--- src/verilog/adc_seq_pkg.sv ---
// Purpose: shared constants and types for the conversion sequencer link
// Assumes: one system clock on both ends
// Notes: widths sized for 20-bit results and 2^20 bit periods
`default_nettype none
package adc_seq_pkg;
   typedef enum logic [1:0] {
      MODE_SINGLE = 2'h0,
      MODE_CONT   = 2'h1,
      MODE_MULTI  = 2'h2,
      MODE_TURBO  = 2'h3
   } mode_t;
   // gray along standby -> convert -> hold
   typedef enum logic [1:0] {
      ST_STANDBY = 2'h0,
      ST_CONVERT = 2'h1,
      ST_HOLD    = 2'h3
   } seq_state_t;
   localparam int RES_W = 5;
   localparam logic [RES_W-1:0] RES_MIN = 5'h08;
   localparam logic [RES_W-1:0] RES_MAX = 5'h14;
   localparam logic [RES_W-1:0] TURBO_RES_MIN = 5'h11;
   localparam int DATA_W = 20;
   localparam int CH_W = 3;
   localparam int PIPE_DEPTH = 4;
   localparam int FILL_W = 2;
   localparam logic [FILL_W-1:0] FILL_FULL = 2'h3;
   localparam int CNT_W = 20;
   localparam int HIST_W = CNT_W + 1;
   localparam int SUM_W = HIST_W + 2;
   localparam int SCALE_SH = 2;
   localparam int OSR_SHIFT_DEF = 4;
endpackage
`default_nettype wire

--- src/verilog/adc_seq_if.sv ---
// Purpose: link between the converter sequencer and its collecting party
// Assumes: both ends on clk_sys
// Notes: all signals are single-driver levels or one-cycle pulses
`timescale 1ns/10ps
`default_nettype none
interface adc_seq_if (
   input wire logic clk_sys,
   input wire logic rstn
);
   logic start_req;
   logic stop_req;
   logic soc;
   adc_seq_pkg::mode_t mode;
   logic [adc_seq_pkg::RES_W-1:0] res;
   logic [adc_seq_pkg::CH_W-1:0] chan_sel;
   logic rd_req;
   logic eoc;
   logic status;
   logic busy;
   logic [adc_seq_pkg::DATA_W-1:0] result;

   modport device (
      input clk_sys, rstn, start_req, stop_req, soc, mode, res,
      input chan_sel, rd_req,
      output eoc, status, busy, result
   );
   modport host (
      input clk_sys, rstn, eoc, status, busy, result,
      output start_req, stop_req, soc, mode, res, chan_sel, rd_req
   );
endinterface
`default_nettype wire

--- src/verilog/adc_seq_device.sv ---
// Purpose: delta-sigma conversion sequencer and decimator control
// Assumes: modulator bitstream arrives asynchronously, one bit per clock
// Notes: decimator is a four-period moving sum of ones counts
//
// Contract
// - four modes: single, continuous, multi, turbo
// - start bit or trigger input begins conversion
// - result ready sets status, eoc until read
// - single mode waits in standby for trigger
// - single: three priming conversions, fourth gives result
// - after single read, back to standby
// - continuous: three-period latency, then every period
// - multi: re-prime between samples, auto relaunch
// - turbo: like multi below 17 bits, else no reset
// - output needs four samples after input change
// - resolution sets period, trading rate for bits
// - one-bit stream becomes parallel result words
// - collector polls status or uses eoc
// - trigger optional in continuous mode
// - no input switching during continuous mode
`timescale 1ns/10ps
`default_nettype none
module adc_seq_device #(
   parameter int OSR_SHIFT = adc_seq_pkg::OSR_SHIFT_DEF
) (
   // link to collecting party
   adc_seq_if.device bus,
   // modulator bitstream
   input wire logic mod_bit,
   // local status
   output logic conv_active
);
   localparam int CNT_W = adc_seq_pkg::CNT_W;
   localparam int HIST_W = adc_seq_pkg::HIST_W;
   localparam int SUM_W = adc_seq_pkg::SUM_W;
   localparam int DATA_W = adc_seq_pkg::DATA_W;
   localparam int RES_W = adc_seq_pkg::RES_W;

   logic mod_s1_r;
   logic mod_s2_r;
   adc_seq_pkg::seq_state_t state_r;
   adc_seq_pkg::seq_state_t state_nxt;
   adc_seq_pkg::mode_t mode_r;
   logic [RES_W-1:0] res_r;
   logic [RES_W-1:0] res_clamp;
   logic [CNT_W-1:0] last_r;
   logic [CNT_W-1:0] bit_cnt_r;
   logic [HIST_W-1:0] ones_r;
   logic [HIST_W-1:0] ones_now;
   logic [HIST_W-1:0] hist_r [adc_seq_pkg::PIPE_DEPTH-1];
   logic [adc_seq_pkg::FILL_W-1:0] fill_r;
   logic [SUM_W-1:0] sum4;
   logic [SUM_W+1:0] scaled;
   logic [SUM_W+1:0] lim;
   logic [DATA_W-1:0] result_nxt;
   logic [adc_seq_pkg::CH_W-1:0] chan_r;
   logic trig;
   logic launch;
   logic period_end;
   logic result_ready;
   logic reprime;
   logic chan_chg;
   logic eoc_r;
   logic status_r;
   logic busy_r;
   logic [DATA_W-1:0] result_r;

   // bits per period, 2^(res - shift); wider words take longer
   function automatic logic [CNT_W-1:0] period_last(
      input logic [RES_W-1:0] r
   );
      logic [CNT_W:0] one_sh;
      logic [RES_W-1:0] sh;
      sh = '0;
      if (r > RES_W'(OSR_SHIFT)) begin
         sh = r - RES_W'(OSR_SHIFT);
      end
      one_sh = {{CNT_W{1'b0}}, 1'b1} << sh;
      return one_sh[CNT_W-1:0] - 1'b1;
   endfunction

   // bitstream is an analog-side level, synchronise first
   always_ff @(posedge bus.clk_sys or negedge bus.rstn) begin
      if (!bus.rstn) begin
         mod_s1_r <= 1'b0;
         mod_s2_r <= 1'b0;
      end else begin
         mod_s1_r <= mod_bit;
         mod_s2_r <= mod_s1_r;
      end
   end

   always_comb begin
      res_clamp = bus.res;
      if (bus.res < adc_seq_pkg::RES_MIN) begin
         res_clamp = adc_seq_pkg::RES_MIN;
      end else if (bus.res > adc_seq_pkg::RES_MAX) begin
         res_clamp = adc_seq_pkg::RES_MAX;
      end
   end

   assign trig = bus.start_req | bus.soc;
   assign launch = (state_r == adc_seq_pkg::ST_STANDBY) && trig;
   assign period_end = (state_r == adc_seq_pkg::ST_CONVERT) &&
                       (bit_cnt_r == last_r);
   assign ones_now = ones_r + HIST_W'(mod_s2_r);
   assign chan_chg = bus.chan_sel != chan_r;
   // fill counts finished periods; fourth one yields a word
   assign result_ready = period_end && (fill_r == adc_seq_pkg::FILL_FULL) &&
                         !chan_chg;
   assign reprime = result_ready &&
                    ((mode_r == adc_seq_pkg::MODE_MULTI) ||
                     ((mode_r == adc_seq_pkg::MODE_TURBO) &&
                      (res_r < adc_seq_pkg::TURBO_RES_MIN)));

   // moving sum over the newest four periods, scaled to res bits
   always_comb begin
      sum4 = SUM_W'(ones_now) + SUM_W'(hist_r[0]) + SUM_W'(hist_r[1]) +
             SUM_W'(hist_r[2]);
      scaled = {sum4, {adc_seq_pkg::SCALE_SH{1'b0}}};
      lim = {{(SUM_W+1){1'b0}}, 1'b1} << res_r;
      result_nxt = DATA_W'(scaled);
      if (scaled >= lim) begin
         result_nxt = DATA_W'(lim - 1'b1);
      end
   end

   always_comb begin
      state_nxt = state_r;
      case (state_r)
         adc_seq_pkg::ST_STANDBY: begin
            if (trig) begin
               state_nxt = adc_seq_pkg::ST_CONVERT;
            end
         end
         adc_seq_pkg::ST_CONVERT: begin
            if (bus.stop_req) begin
               state_nxt = adc_seq_pkg::ST_STANDBY;
            end else if (result_ready &&
                         mode_r == adc_seq_pkg::MODE_SINGLE) begin
               state_nxt = adc_seq_pkg::ST_HOLD;
            end
         end
         adc_seq_pkg::ST_HOLD: begin
            if (bus.rd_req || bus.stop_req) begin
               state_nxt = adc_seq_pkg::ST_STANDBY;
            end
         end
         default: state_nxt = adc_seq_pkg::ST_STANDBY;
      endcase
   end

   always_ff @(posedge bus.clk_sys or negedge bus.rstn) begin
      if (!bus.rstn) begin
         state_r <= adc_seq_pkg::ST_STANDBY;
      end else begin
         state_r <= state_nxt;
      end
   end

   // settings are frozen for the whole run
   always_ff @(posedge bus.clk_sys or negedge bus.rstn) begin
      if (!bus.rstn) begin
         mode_r <= adc_seq_pkg::MODE_SINGLE;
         res_r <= adc_seq_pkg::RES_MIN;
         last_r <= '0;
      end else if (launch) begin
         mode_r <= bus.mode;
         res_r <= res_clamp;
         last_r <= period_last(res_clamp);
      end
   end

   always_ff @(posedge bus.clk_sys or negedge bus.rstn) begin
      if (!bus.rstn) begin
         chan_r <= '0;
      end else begin
         chan_r <= bus.chan_sel;
      end
   end

   always_ff @(posedge bus.clk_sys or negedge bus.rstn) begin
      if (!bus.rstn) begin
         bit_cnt_r <= '0;
         ones_r <= '0;
      end else if (launch || period_end || chan_chg) begin
         bit_cnt_r <= '0;
         ones_r <= '0;
      end else if (state_r == adc_seq_pkg::ST_CONVERT) begin
         bit_cnt_r <= bit_cnt_r + 1'b1;
         ones_r <= ones_now;
      end
   end

   // history and fill; a channel change or a reset-style mode
   // empties the pipe so stale periods never leak into a word
   always_ff @(posedge bus.clk_sys or negedge bus.rstn) begin
      if (!bus.rstn) begin
         fill_r <= '0;
         for (int i = 0; i < adc_seq_pkg::PIPE_DEPTH - 1; i++) begin
            hist_r[i] <= '0;
         end
      end else if (launch || reprime || chan_chg) begin
         fill_r <= '0;
         for (int i = 0; i < adc_seq_pkg::PIPE_DEPTH - 1; i++) begin
            hist_r[i] <= '0;
         end
      end else if (period_end) begin
         if (fill_r != adc_seq_pkg::FILL_FULL) begin
            fill_r <= fill_r + 1'b1;
         end
         hist_r[0] <= ones_now;
         for (int i = 1; i < adc_seq_pkg::PIPE_DEPTH - 1; i++) begin
            hist_r[i] <= hist_r[i-1];
         end
      end
   end

   always_ff @(posedge bus.clk_sys or negedge bus.rstn) begin
      if (!bus.rstn) begin
         result_r <= '0;
      end else if (result_ready) begin
         result_r <= result_nxt;
      end
   end

   // a new word in the read cycle keeps the flags up
   always_ff @(posedge bus.clk_sys or negedge bus.rstn) begin
      if (!bus.rstn) begin
         eoc_r <= 1'b0;
         status_r <= 1'b0;
      end else if (result_ready) begin
         eoc_r <= 1'b1;
         status_r <= 1'b1;
      end else if (bus.rd_req) begin
         eoc_r <= 1'b0;
         status_r <= 1'b0;
      end
   end

   always_ff @(posedge bus.clk_sys or negedge bus.rstn) begin
      if (!bus.rstn) begin
         busy_r <= 1'b0;
         conv_active <= 1'b0;
      end else begin
         busy_r <= state_nxt != adc_seq_pkg::ST_STANDBY;
         conv_active <= state_nxt == adc_seq_pkg::ST_CONVERT;
      end
   end

   assign bus.eoc = eoc_r;
   assign bus.status = status_r;
   assign bus.busy = busy_r;
   assign bus.result = result_r;
endmodule // adc_seq_device
`default_nettype wire

--- src/flat_wrapper.sv ---
// flat-port wrapper written by rule: the top's interface ports become plain ports
module adc_seq_device_flat 
#(
   parameter int OSR_SHIFT = adc_seq_pkg::OSR_SHIFT_DEF
)
  (mod_bit, conv_active, clk_sys, rstn, bus_start_req, bus_stop_req, bus_soc, bus_mode, bus_res, bus_chan_sel, bus_rd_req, bus_eoc, bus_status, bus_busy, bus_result);
  adc_seq_if bus_i (.clk_sys(clk_sys), .rstn(rstn));
  input wire logic mod_bit;
  output logic conv_active;
  input wire logic clk_sys;
  input wire logic rstn;
  input wire logic [$bits(bus_i.start_req)-1:0] bus_start_req;
  input wire logic [$bits(bus_i.stop_req)-1:0] bus_stop_req;
  input wire logic [$bits(bus_i.soc)-1:0] bus_soc;
  input wire logic [$bits(bus_i.mode)-1:0] bus_mode;
  input wire logic [$bits(bus_i.res)-1:0] bus_res;
  input wire logic [$bits(bus_i.chan_sel)-1:0] bus_chan_sel;
  input wire logic [$bits(bus_i.rd_req)-1:0] bus_rd_req;
  output wire logic [$bits(bus_i.eoc)-1:0] bus_eoc;
  output wire logic [$bits(bus_i.status)-1:0] bus_status;
  output wire logic [$bits(bus_i.busy)-1:0] bus_busy;
  output wire logic [$bits(bus_i.result)-1:0] bus_result;
  assign bus_i.start_req = bus_start_req;
  assign bus_i.stop_req = bus_stop_req;
  assign bus_i.soc = bus_soc;
  assign bus_i.mode = bus_mode;
  assign bus_i.res = bus_res;
  assign bus_i.chan_sel = bus_chan_sel;
  assign bus_i.rd_req = bus_rd_req;
  assign bus_eoc = bus_i.eoc;
  assign bus_status = bus_i.status;
  assign bus_busy = bus_i.busy;
  assign bus_result = bus_i.result;
  adc_seq_device #(.OSR_SHIFT(OSR_SHIFT)) u_core (.bus(bus_i), .mod_bit(mod_bit), .conv_active(conv_active));
endmodule
--- config.mk ---
export PLATFORM = sky130hd
export DESIGN_NAME = adc_seq_device_flat
export DESIGN_NICKNAME = d
export VERILOG_FILES = /design/src/verilog/adc_seq_pkg.sv /design/src/verilog/adc_seq_if.sv /design/src/verilog/adc_seq_device.sv /design/src/flat_wrapper.sv
export SDC_FILE = /design/constraint.sdc
export NUM_CORES = 1
export LEC_CHECK = 0
export BUFFER_PORTS_ARGS = -buffer_cell sky130_fd_sc_hd__buf_2
export CORE_MARGIN = 4
export CORE_UTILIZATION = 35
export CTS_CLUSTER_SIZE = 40
export DETAILED_ROUTE_END_ITERATION = 6
export GPL_ROUTABILITY_DRIVEN = 0
export PLACE_DENSITY = 0.6
export SETUP_SLACK_MARGIN = 0.15
export SLEW_MARGIN = 20
export SYNTH_ARGS = -nofsm -noshare
export SYNTH_HDL_FRONTEND = slang
export SYNTH_SLANG_ARGS = --single-unit
--- constraint.sdc ---
create_clock -name clk_sys -period 21.7 [get_ports clk_sys]
set_clock_uncertainty 0.1 [all_clocks]
set_input_delay 3.255 -clock clk_sys [delete_from_list [all_inputs] [get_ports clk_sys]]
set_output_delay 3.255 -clock clk_sys [all_outputs]
set_load 0.05 [all_outputs]
After elaboration in Yosys (flattened, before gate mapping)
Cells that the tools add are included.

$add $sub $neg: 9. $lt $le $gt $ge: 5. Equal/unequal tests: 9. Shift-type cells: 2. Multiplexer cells: 21. Bitwise operators: 1. Reductions and logical operators: 22.

Operators with widths (number): $mux 63 (2); $mux 20 (3); $add 23x21->23 (2); $mux 21 (2); $sub 20x1->20 const B (2); $ge 25x25->1 (1); $shl 1x5->25 const A (1); $add 21x21->22 (1); $add 21x1->21 (1); $add 20x1->20 const B (1); $eq 20x20->1 (1); $mux 5 (4); $shl 1x5->20 const A (1); $mux 2 (7); $reduce_bool 2->1 (5); $eq 2x2->1 const B (4); $logic_and 1x1->1 (7); $logic_or 1x1->1 (6); $pmux 2 s3 (1); $gt 5x3->1 const B (1); $gt 5x5->1 const B (1); $lt 5x4->1 const B (1); $lt 5x5->1 const B (1); $sub 5x3->5 const B (1); 9 further kinds (12).

Bits in registers: 163. Input port bits: 17. Word-level logic and storage cells: 86.

Depth between registers and ports, before layout
Gate-level depths: netlist (run 1).

Word-level depth: 9. Gate-level depth with buffers: 33.

Worst setup path after synthesis (run 1)
No wires, ideal clock.

Path kind: reg2reg. Start point: register u_core.ones_r[0]. End point: register u_core.result_r[2] (netlist: u_core.bus.result[2]). Data arrival time: 6550 ps. Path slack: 14920 ps. Stages on the path, launching flop included: 33. Clock period less this slack: 6780 ps. Path through: dfrtp_1 ha_1 nand3_1 nor2_1 and3_1 nand3_1 xnor2_1 ha_1 a21o_1 a21o_1 a221o_1 a21o_1 a21oi_1 xor2_1 fa_1 inv_1 ha_1 clkbuf_1 a21o_1 a32oi_1 o21ai_0 a211o_1 xor2_1 ha_1 a21o_1 a21o_1 a221oi_1 o21ai_0 a21o_1 a221oi_4 buf_6 mux2i_1 o21ai_1.

Word-level cells in the longest chain between the ends: 6.

Ends and longest elaborated chain: from (decl) (RTL line adc_seq_device.sv:48) `logic [HIST_W-1:0] ones_r;`; from (signal assigned) (RTL line adc_seq_device.sv:191) `ones_r <= ones_now;`; $add 21x1->21 (*) (RTL line adc_seq_device.sv:106) `assign ones_now = ones_r + HIST_W'(mod_s2_r);`; $add 21x21->22 (*) (RTL line adc_seq_device.sv:118) `sum4 = SUM_W'(ones_now) + SUM_W'(hist_r[0]) + SUM_W'(hist_r[1]) +`; $add 23x21->23 (*) (2 in a row) (RTL line adc_seq_device.sv:118); $ge 25x25->1 (RTL line adc_seq_device.sv:123) `if (scaled >= lim) begin`; $mux 20 (*) (RTL line adc_seq_device.sv:123); to (signal assigned) (RTL line adc_seq_device.sv:223) `result_r <= result_nxt;`; to (decl) (RTL line adc_seq_device.sv:66) `logic [DATA_W-1:0] result_r;`.

Every way passes the cells marked *; elsewhere a longest branch is shown, timed or not. A chain may end at the register's enable or synchronous reset.

Worst setup path after layout (run 1)
Start point: register u_core.ones_r[0]. End point: register u_core.result_r[16] (netlist: u_core.bus.result[16]).

The elaborated chain is that of the path after synthesis.

==> flow_summary.toml, run 1 <==
[run_status]
status = "complete, no violations"

[worst_setup_path]
cpPeakStageDelay_ns = 0.49
critPathMaxFanout = 27
critical_path.slowest_cell = "fa_1"
cp.arrival_ns = 7.59
worstPathRequired_ns = 21.88
start_kind = "register"
worstSetupPathType = "reg2reg"
crit_top_cell = "a21o_1"
endpoint_kind = "register"

[placed_design]
io_buffers = 40
placed_cells = 1609
placed_area_um2 = 11600
dpl.hpwl_um = 19000

[clock_network]
clock_latency_ns = 0.43
cts_buffers = 17
clock_sinks = 163
clk_path_buf_depth = 2
post_cts_resized = 0
cts_tree = "yes"
ctsHtreeMaxLevel = 4
ctsHoldBuffers = 0
root_buffer = "clkbuf_16"
clkTransAtPathRegs_ns = 0.07
postCtsSetupRepairBufs = 0

[timing]
fin_crit_sh = 0.341
tightest_slew_ns = 1.09
finalHoldViolCount = 0
max_freq_mhz = 135
post-route-min-period_ns = 7.40
maxSlewViolCount = 0
setup_tns_ns = 0
rsz0062_at_grt = "false"
finalSetupViolCount = 0
relSlewSlack = 0.274

[die]
dieArea_um2 = 34500
io_pins = 41
fp.dieW_um = 186
placementRows = 64
core_um2 = 30900
die_y_um = 186
initial_core_util = 0.358

[global_routing]
grt_first_pass_wirelength_um = 43900
grt_pass1_vias = 8559
grt_max_degree = 92
overflow = 0
antenna_found_initial = 0
grtUsageTotal = 0.156

[synth]
ys_warn_count = 0
yosysUniqueCellTypes = 70
syn_nets = 1335
synth_xor_area_frac = 0.0973
synth-edff-count = 0
yosysSeqAreaShare = 0.369
synth_top_area_frac = 0.366
synth.mux.area_fraction = 0.0108
synth_seq_cells = 163
ys_async_sr_fraction = 1.00
synth_common_cells = "dfrtp_1, nand2_1, inv_1"
synth_area_per_cell_um2 = 9.10
yosysMostFrequentCell = "dfrtp_1"
synth_cells = 1217
yosys.area_share.simple = 0.156
synth_top_family_by_area = "compound AO/OA/AOI/OAI gates"
synth_flop_cell = "dfrtp_1"
synthAdderAreaFrac = 0.130
yosysTopAreaCell = "dfrtp_1"
synth_compound_area_frac = 0.183
netlist_area_um2 = 11100
synth_area_leaders = "dfrtp_1, ha_1, xor2_1, nand2_1, xnor2_1"

[finish]
design_area_um2 = 12200
layout-drive-gt1-share = 0.0771
syn_to_final_growth_pct = 10.4
fillCellCount = 3090
fin_util = 0.395
fin_cells = 1641
nNetsFinal = 1350
multiInputGateArea_um2 = 6400
diodes = 0
final-seq-area_um2 = 4080

[drt]
drt_wl_total_um = 26100
drtIter0Drc = 521
drt_first_pass_iters = 5
viasPerCell = 5.20
drc_errors = 0
wl_per_cell_um = 15.9
ant_nets = 0
num_vias = 8532

[job]
drv_cap = 0

[power_and_ir_drop]
power_leakage_nw = 5.75
vdd_drop_max_mv = 0.0654
power_density_nw_per_um2 = 71.9
total_power_mw = 0.879

[worst_hold_path]
hold_class = "reg2reg"
## through the flow
step / setup slack, ns / hold slack [ns]
5_1_grt: 13.69 / 0.324
2_1_floorplan: 14.92 / 0.231
3_5_place_dp: 14.30 / 0.325
6_report: 14.30 / 0.312
3_3_place_gp: 14.42 / 0.313
4_1_cts: 14.26 / 0.334
## registers in the layout (all words and copies together) (netlist names), 2 cells and up
name and flops:
u_core.chan_r 3, u_core.ones_r 21, u_core.bit_cnt_r 20, u_core.mode_r 2
u_core.last_r 20, u_core.bus.result 20, u_core.hist_r 63, u_core.fill_r 2
u_core.res_r 5, u_core.state_r 2
## kinds of logic (layout without fill, tap and decap cells)
group,Yosys count,in the layout
simple gates,376,376
compound gates,289,289
flops,163,163
buf+inv,153,181
xor+xnor,123,123
fa+ha+maj,101,101
mux,12,12
## cell type report
type,count,share of cell area
Tap cell,396,0.0406
Clock buffer,19,0.0371
Inverter,102,0.0313
Multi-Input combinational cell,901,0.524
Sequential cell,163,0.334
Timing Repair Buffer,47,0.0212
Clock inverter,13,0.0119
## layout by cell type (no fill, tap or decap), types with 12 or more instances in the layout
cell         n
xnor2_1     61
a22o_1      44
a21oi_1     44
inv_1      102
mux2i_1     12
fa_1        23
ha_1        78
clkbuf_16   17
nor2_1      98
dfrtp_1    162
nor3_1      13
nand4_1     17
o21ai_0     58
o21ai_1     13
nand3_1     34
buf_2       39
a21o_1      22
o32ai_1     20
nand2_1    144
xor2_1      62
## where the power goes
| group | total [mW] | switching [mW] | internal, mW |
|---|---|---|---|
| logic | 0.211 | 0.132 | 0.0791 |
| clock network | 0.313 | 0.135 | 0.178 |
| registers | 0.354 | 0.0301 | 0.324 |
## layer usage
layer | track usage | share of wire
met3 | 0.0205 | 0.023
met2 | 0.263 | 0.48
met1 | 0.214 | 0.49
met5 | 0 | 0
met4 | 0.0417 | 0.015
## path summary, 6_finish.rpt
path / from / to / slack [ns] / cells after the start
setup / recovery: u_core.ones_r[0] / u_core.bus.result[16] / 14.30 / 30
hold / removal: u_core.mod_s1_r / u_core.mod_s2_r / 0.31 / 0
min in group asynchronous: rstn / u_core.hist_r[5] / 2.81 / 1
max in group asynchronous: rstn / u_core.mod_s1_r / 17.21 / 2
setup reg to reg: u_core.ones_r[0] / u_core.bus.result[16] / 14.30 / 30
hold reg to reg: u_core.mod_s1_r / u_core.mod_s2_r / 0.31 / 0
## worst max-delay path, delay by kind of cell, from the launching register on
kind / cells / cell delay, ns
mux: 1 / 0.28
simple gates: 5 / 0.83
flops: 1 / 0.37
buf+inv: 2 / 0.42
compound gates: 14 / 3.02
xor+xnor: 3 / 0.53
fa+ha+maj: 5 / 1.69
Note: power is estimated with default switching activity, not from simulation.
==> run 2: changes to the inputs <==
Settings changed: ABC_AREA from default to 1.
Clock period 21.7 ns to 7.4 ns, I/O delays scaled along.
==> run 2 against run 1 <==
Sequential cell count stayed put. Area after synthesis is 11% higher. Global-route usage is 1.2 points higher. Clock-buffer cell count is 1 lower. First-iteration DRC count is 61% higher. Routed wire length is 25% higher. Critical path depth is 2 higher. Design area is 11% higher. Register-to-register slack worse by 14 ns. Clock power grew to 2.9 times the previous value. Synthesized cell count is 30% higher. Cell count is 26% higher.
==> flow_summary.toml, run 2 <==
[synth]
synth-edff-count = 0
synth_area_per_cell_um2 = 7.75
ys_async_sr_fraction = 1.00
syn_nets = 1701
synth_flop_cell = "dfrtp_1"
synth_area_leaders = "dfrtp_1, nand2_1, ha_1, inv_1, o2111ai_1"
yosysMostFrequentCell = "nand2_1"
synth_top_area_frac = 0.330
synth_cells = 1583
yosysTopAreaCell = "dfrtp_1"
netlist_area_um2 = 12300
synth_seq_cells = 163
synth_common_cells = "nand2_1, inv_1, dfrtp_1"
yosysUniqueCellTypes = 58
ys_warn_count = 0
yosysSeqAreaShare = 0.332

[global_routing]
antenna_found_initial = 0
overflow = 0
grtUsageTotal = 0.168
grt_pass1_vias = 10400
grt_first_pass_wirelength_um = 53500
grt_max_degree = 89

[clock_network]
ctsHoldBuffers = 0
clkTransAtPathRegs_ns = 0.07
clock_sinks = 163
ctsHtreeMaxLevel = 4
clock_latency_ns = 0.44
cts_buffers = 17
clk_path_buf_depth = 2
cts_tree = "yes"
root_buffer = "clkbuf_16"

[worst_setup_path]
worst_r2r_path_depth = 32
critPathMaxFanout = 9
endpoint_kind = "register"
worstSetupPathType = "reg2reg"
worstPathRequired_ns = 7.62
cp.arrival_ns = 6.93
crit_top_cell = "nand2_1"
cpPeakStageDelay_ns = 0.45
critical_path.slowest_cell = "fa_1"
start_kind = "register"

[die]
initial_core_util = 0.355
placementRows = 68
dieArea_um2 = 38100
core_um2 = 34500
io_pins = 41
die_y_um = 195
fp.dieW_um = 195

[drt]
wl_per_cell_um = 15.8
ant_nets = 0
viasPerCell = 5.18
wirelength_met1_um = 15600
num_vias = 10700
drc_errors = 0
wl_met3_um = 1330
drtIter0Drc = 839
maxUsedRoutingLayer = "met4"
dr_wl_met2_um = 15200
drt_first_pass_iters = 5
drt_wl_total_um = 32700

[finish]
diodes = 0
layout_commonest_cell = "nand2_1"
layout_common_cells = "nand2_1, inv_1, dfrtp_1, nor2_1, ha_1"
largest_register_ffs = 63
nNetsFinal = 1722
fin_util = 0.392
top_register = "u_core.hist_r"
syn_to_final_growth_pct = 10.2
largestRegisters = "u_core.hist_r: 63 flops, u_core.ones_r: 21 flops"
layout-drive-gt1-share = 0.113

[run_status]
status = "complete, no violations"

[timing]
max_freq_mhz = 149
maxSlewViolCount = 0
setup_tns_ns = 0
post-route-min-period_ns = 6.72
fin_crit_sh = 0.908
finalSetupViolCount = 0
tightest_slew_ns = 0.900
rsz0062_at_grt = "false"
finalHoldViolCount = 0
relSlewSlack = 0.400

[placed_design]
io_buffers = 40
dpl.hpwl_um = 23500

[power_and_ir_drop]
power_leakage_nw = 6.71
vdd_drop_max_mv = 0.157
power_density_nw_per_um2 = 206

[worst_hold_path]
hold_depth = 0
hold_class = "reg2reg"

[job]
drv_cap = 0
run 2: through the flow:
step	instances	cell area (um2)	hold WS [ns]	power (mW)	setup slack, ns
finish	2072	13500	0.252	2.79	0.684
floorplan	1583	12300	0.231	1.62	1.54
global route	2072	13500	0.256	2.94	0.107
CTS	2064	13400	0.255	2.70	0.292
global placement	2032	12800	0.232	1.78	0.532
detailed placement	2032	12800	0.239	1.78	0.322
run 2: cells by family after synthesis:
kind of cell	share of synthesized area
DFF	0.332
adders and majority gates	0.117
and+or+nand+nor	0.234
AOI/OAI and AO/OA	0.161
xor gates and xnor gates	0.0522
buffers and inverters	0.103
run 2: path summary, 6_finish.rpt:
kind	from	end	slack, ns
min in group asynchronous	rstn	u_core.ones_r[4]	0.61
worst max register to register	u_core.ones_r[0]	u_core.bus.result[11]	0.68
worst min register to register	u_core.mod_s1_r	u_core.mod_s2_r	0.25
worst max-delay path	u_core.ones_r[0]	u_core.bus.result[11]	0.68
worst min-delay path	u_core.mod_s1_r	u_core.mod_s2_r	0.25
max in group asynchronous	rstn	u_core.res_r[3]	5.26
run 2: worst max-delay path: cells and delay by family, from the launching register on:
| family | cells | cell delay, ns |
|---|---|---|
| simple gates | 14 | 2.34 |
| xor+xnor | 1 | 0.24 |
| fa+ha+maj | 5 | 1.63 |
| compound gates | 11 | 1.84 |
| buf+inv | 1 | 0.07 |
| flops | 1 | 0.37 |
run 2: report_power, final:
part | total (mW) | switching, mW | internal, mW
registers | 1.01 | 0.0578 | 0.950
logic | 0.873 | 0.619 | 0.254
clock network | 0.905 | 0.421 | 0.484
run 2: per-layer routing:
layer | track usage | up-vias
met5 | 0 | -
met4 | 0.0334 | 0
met3 | 0.0247 | 47
met2 | 0.272 | 241
met1 | 0.241 | 5133
li1 | - | 5314
run 2: timing repair:
| action | 4_1_cts | 5_1_grt |
|---|---|---|
| setup buffers | 0 | 3 |
| endpoints found under the hold margin | 0 | 0 |
| endpoints found under the setup margin | 0 | 20 |
| gates resized for setup | 0 | 13 |
run 2: area by class of cell:
| type | count | area (um2) |
|---|---|---|
| well taps | 455 | 569 |
| clock buffers | 18 | 439 |
| multi-input cells | 1124 | 7040 |
| inverters | 243 | 912 |
| fillers | 3598 | 21000 |
| repair buffers | 55 | 339 |
| clock inverters | 14 | 143 |
| flip-flops and latches | 163 | 4080 |
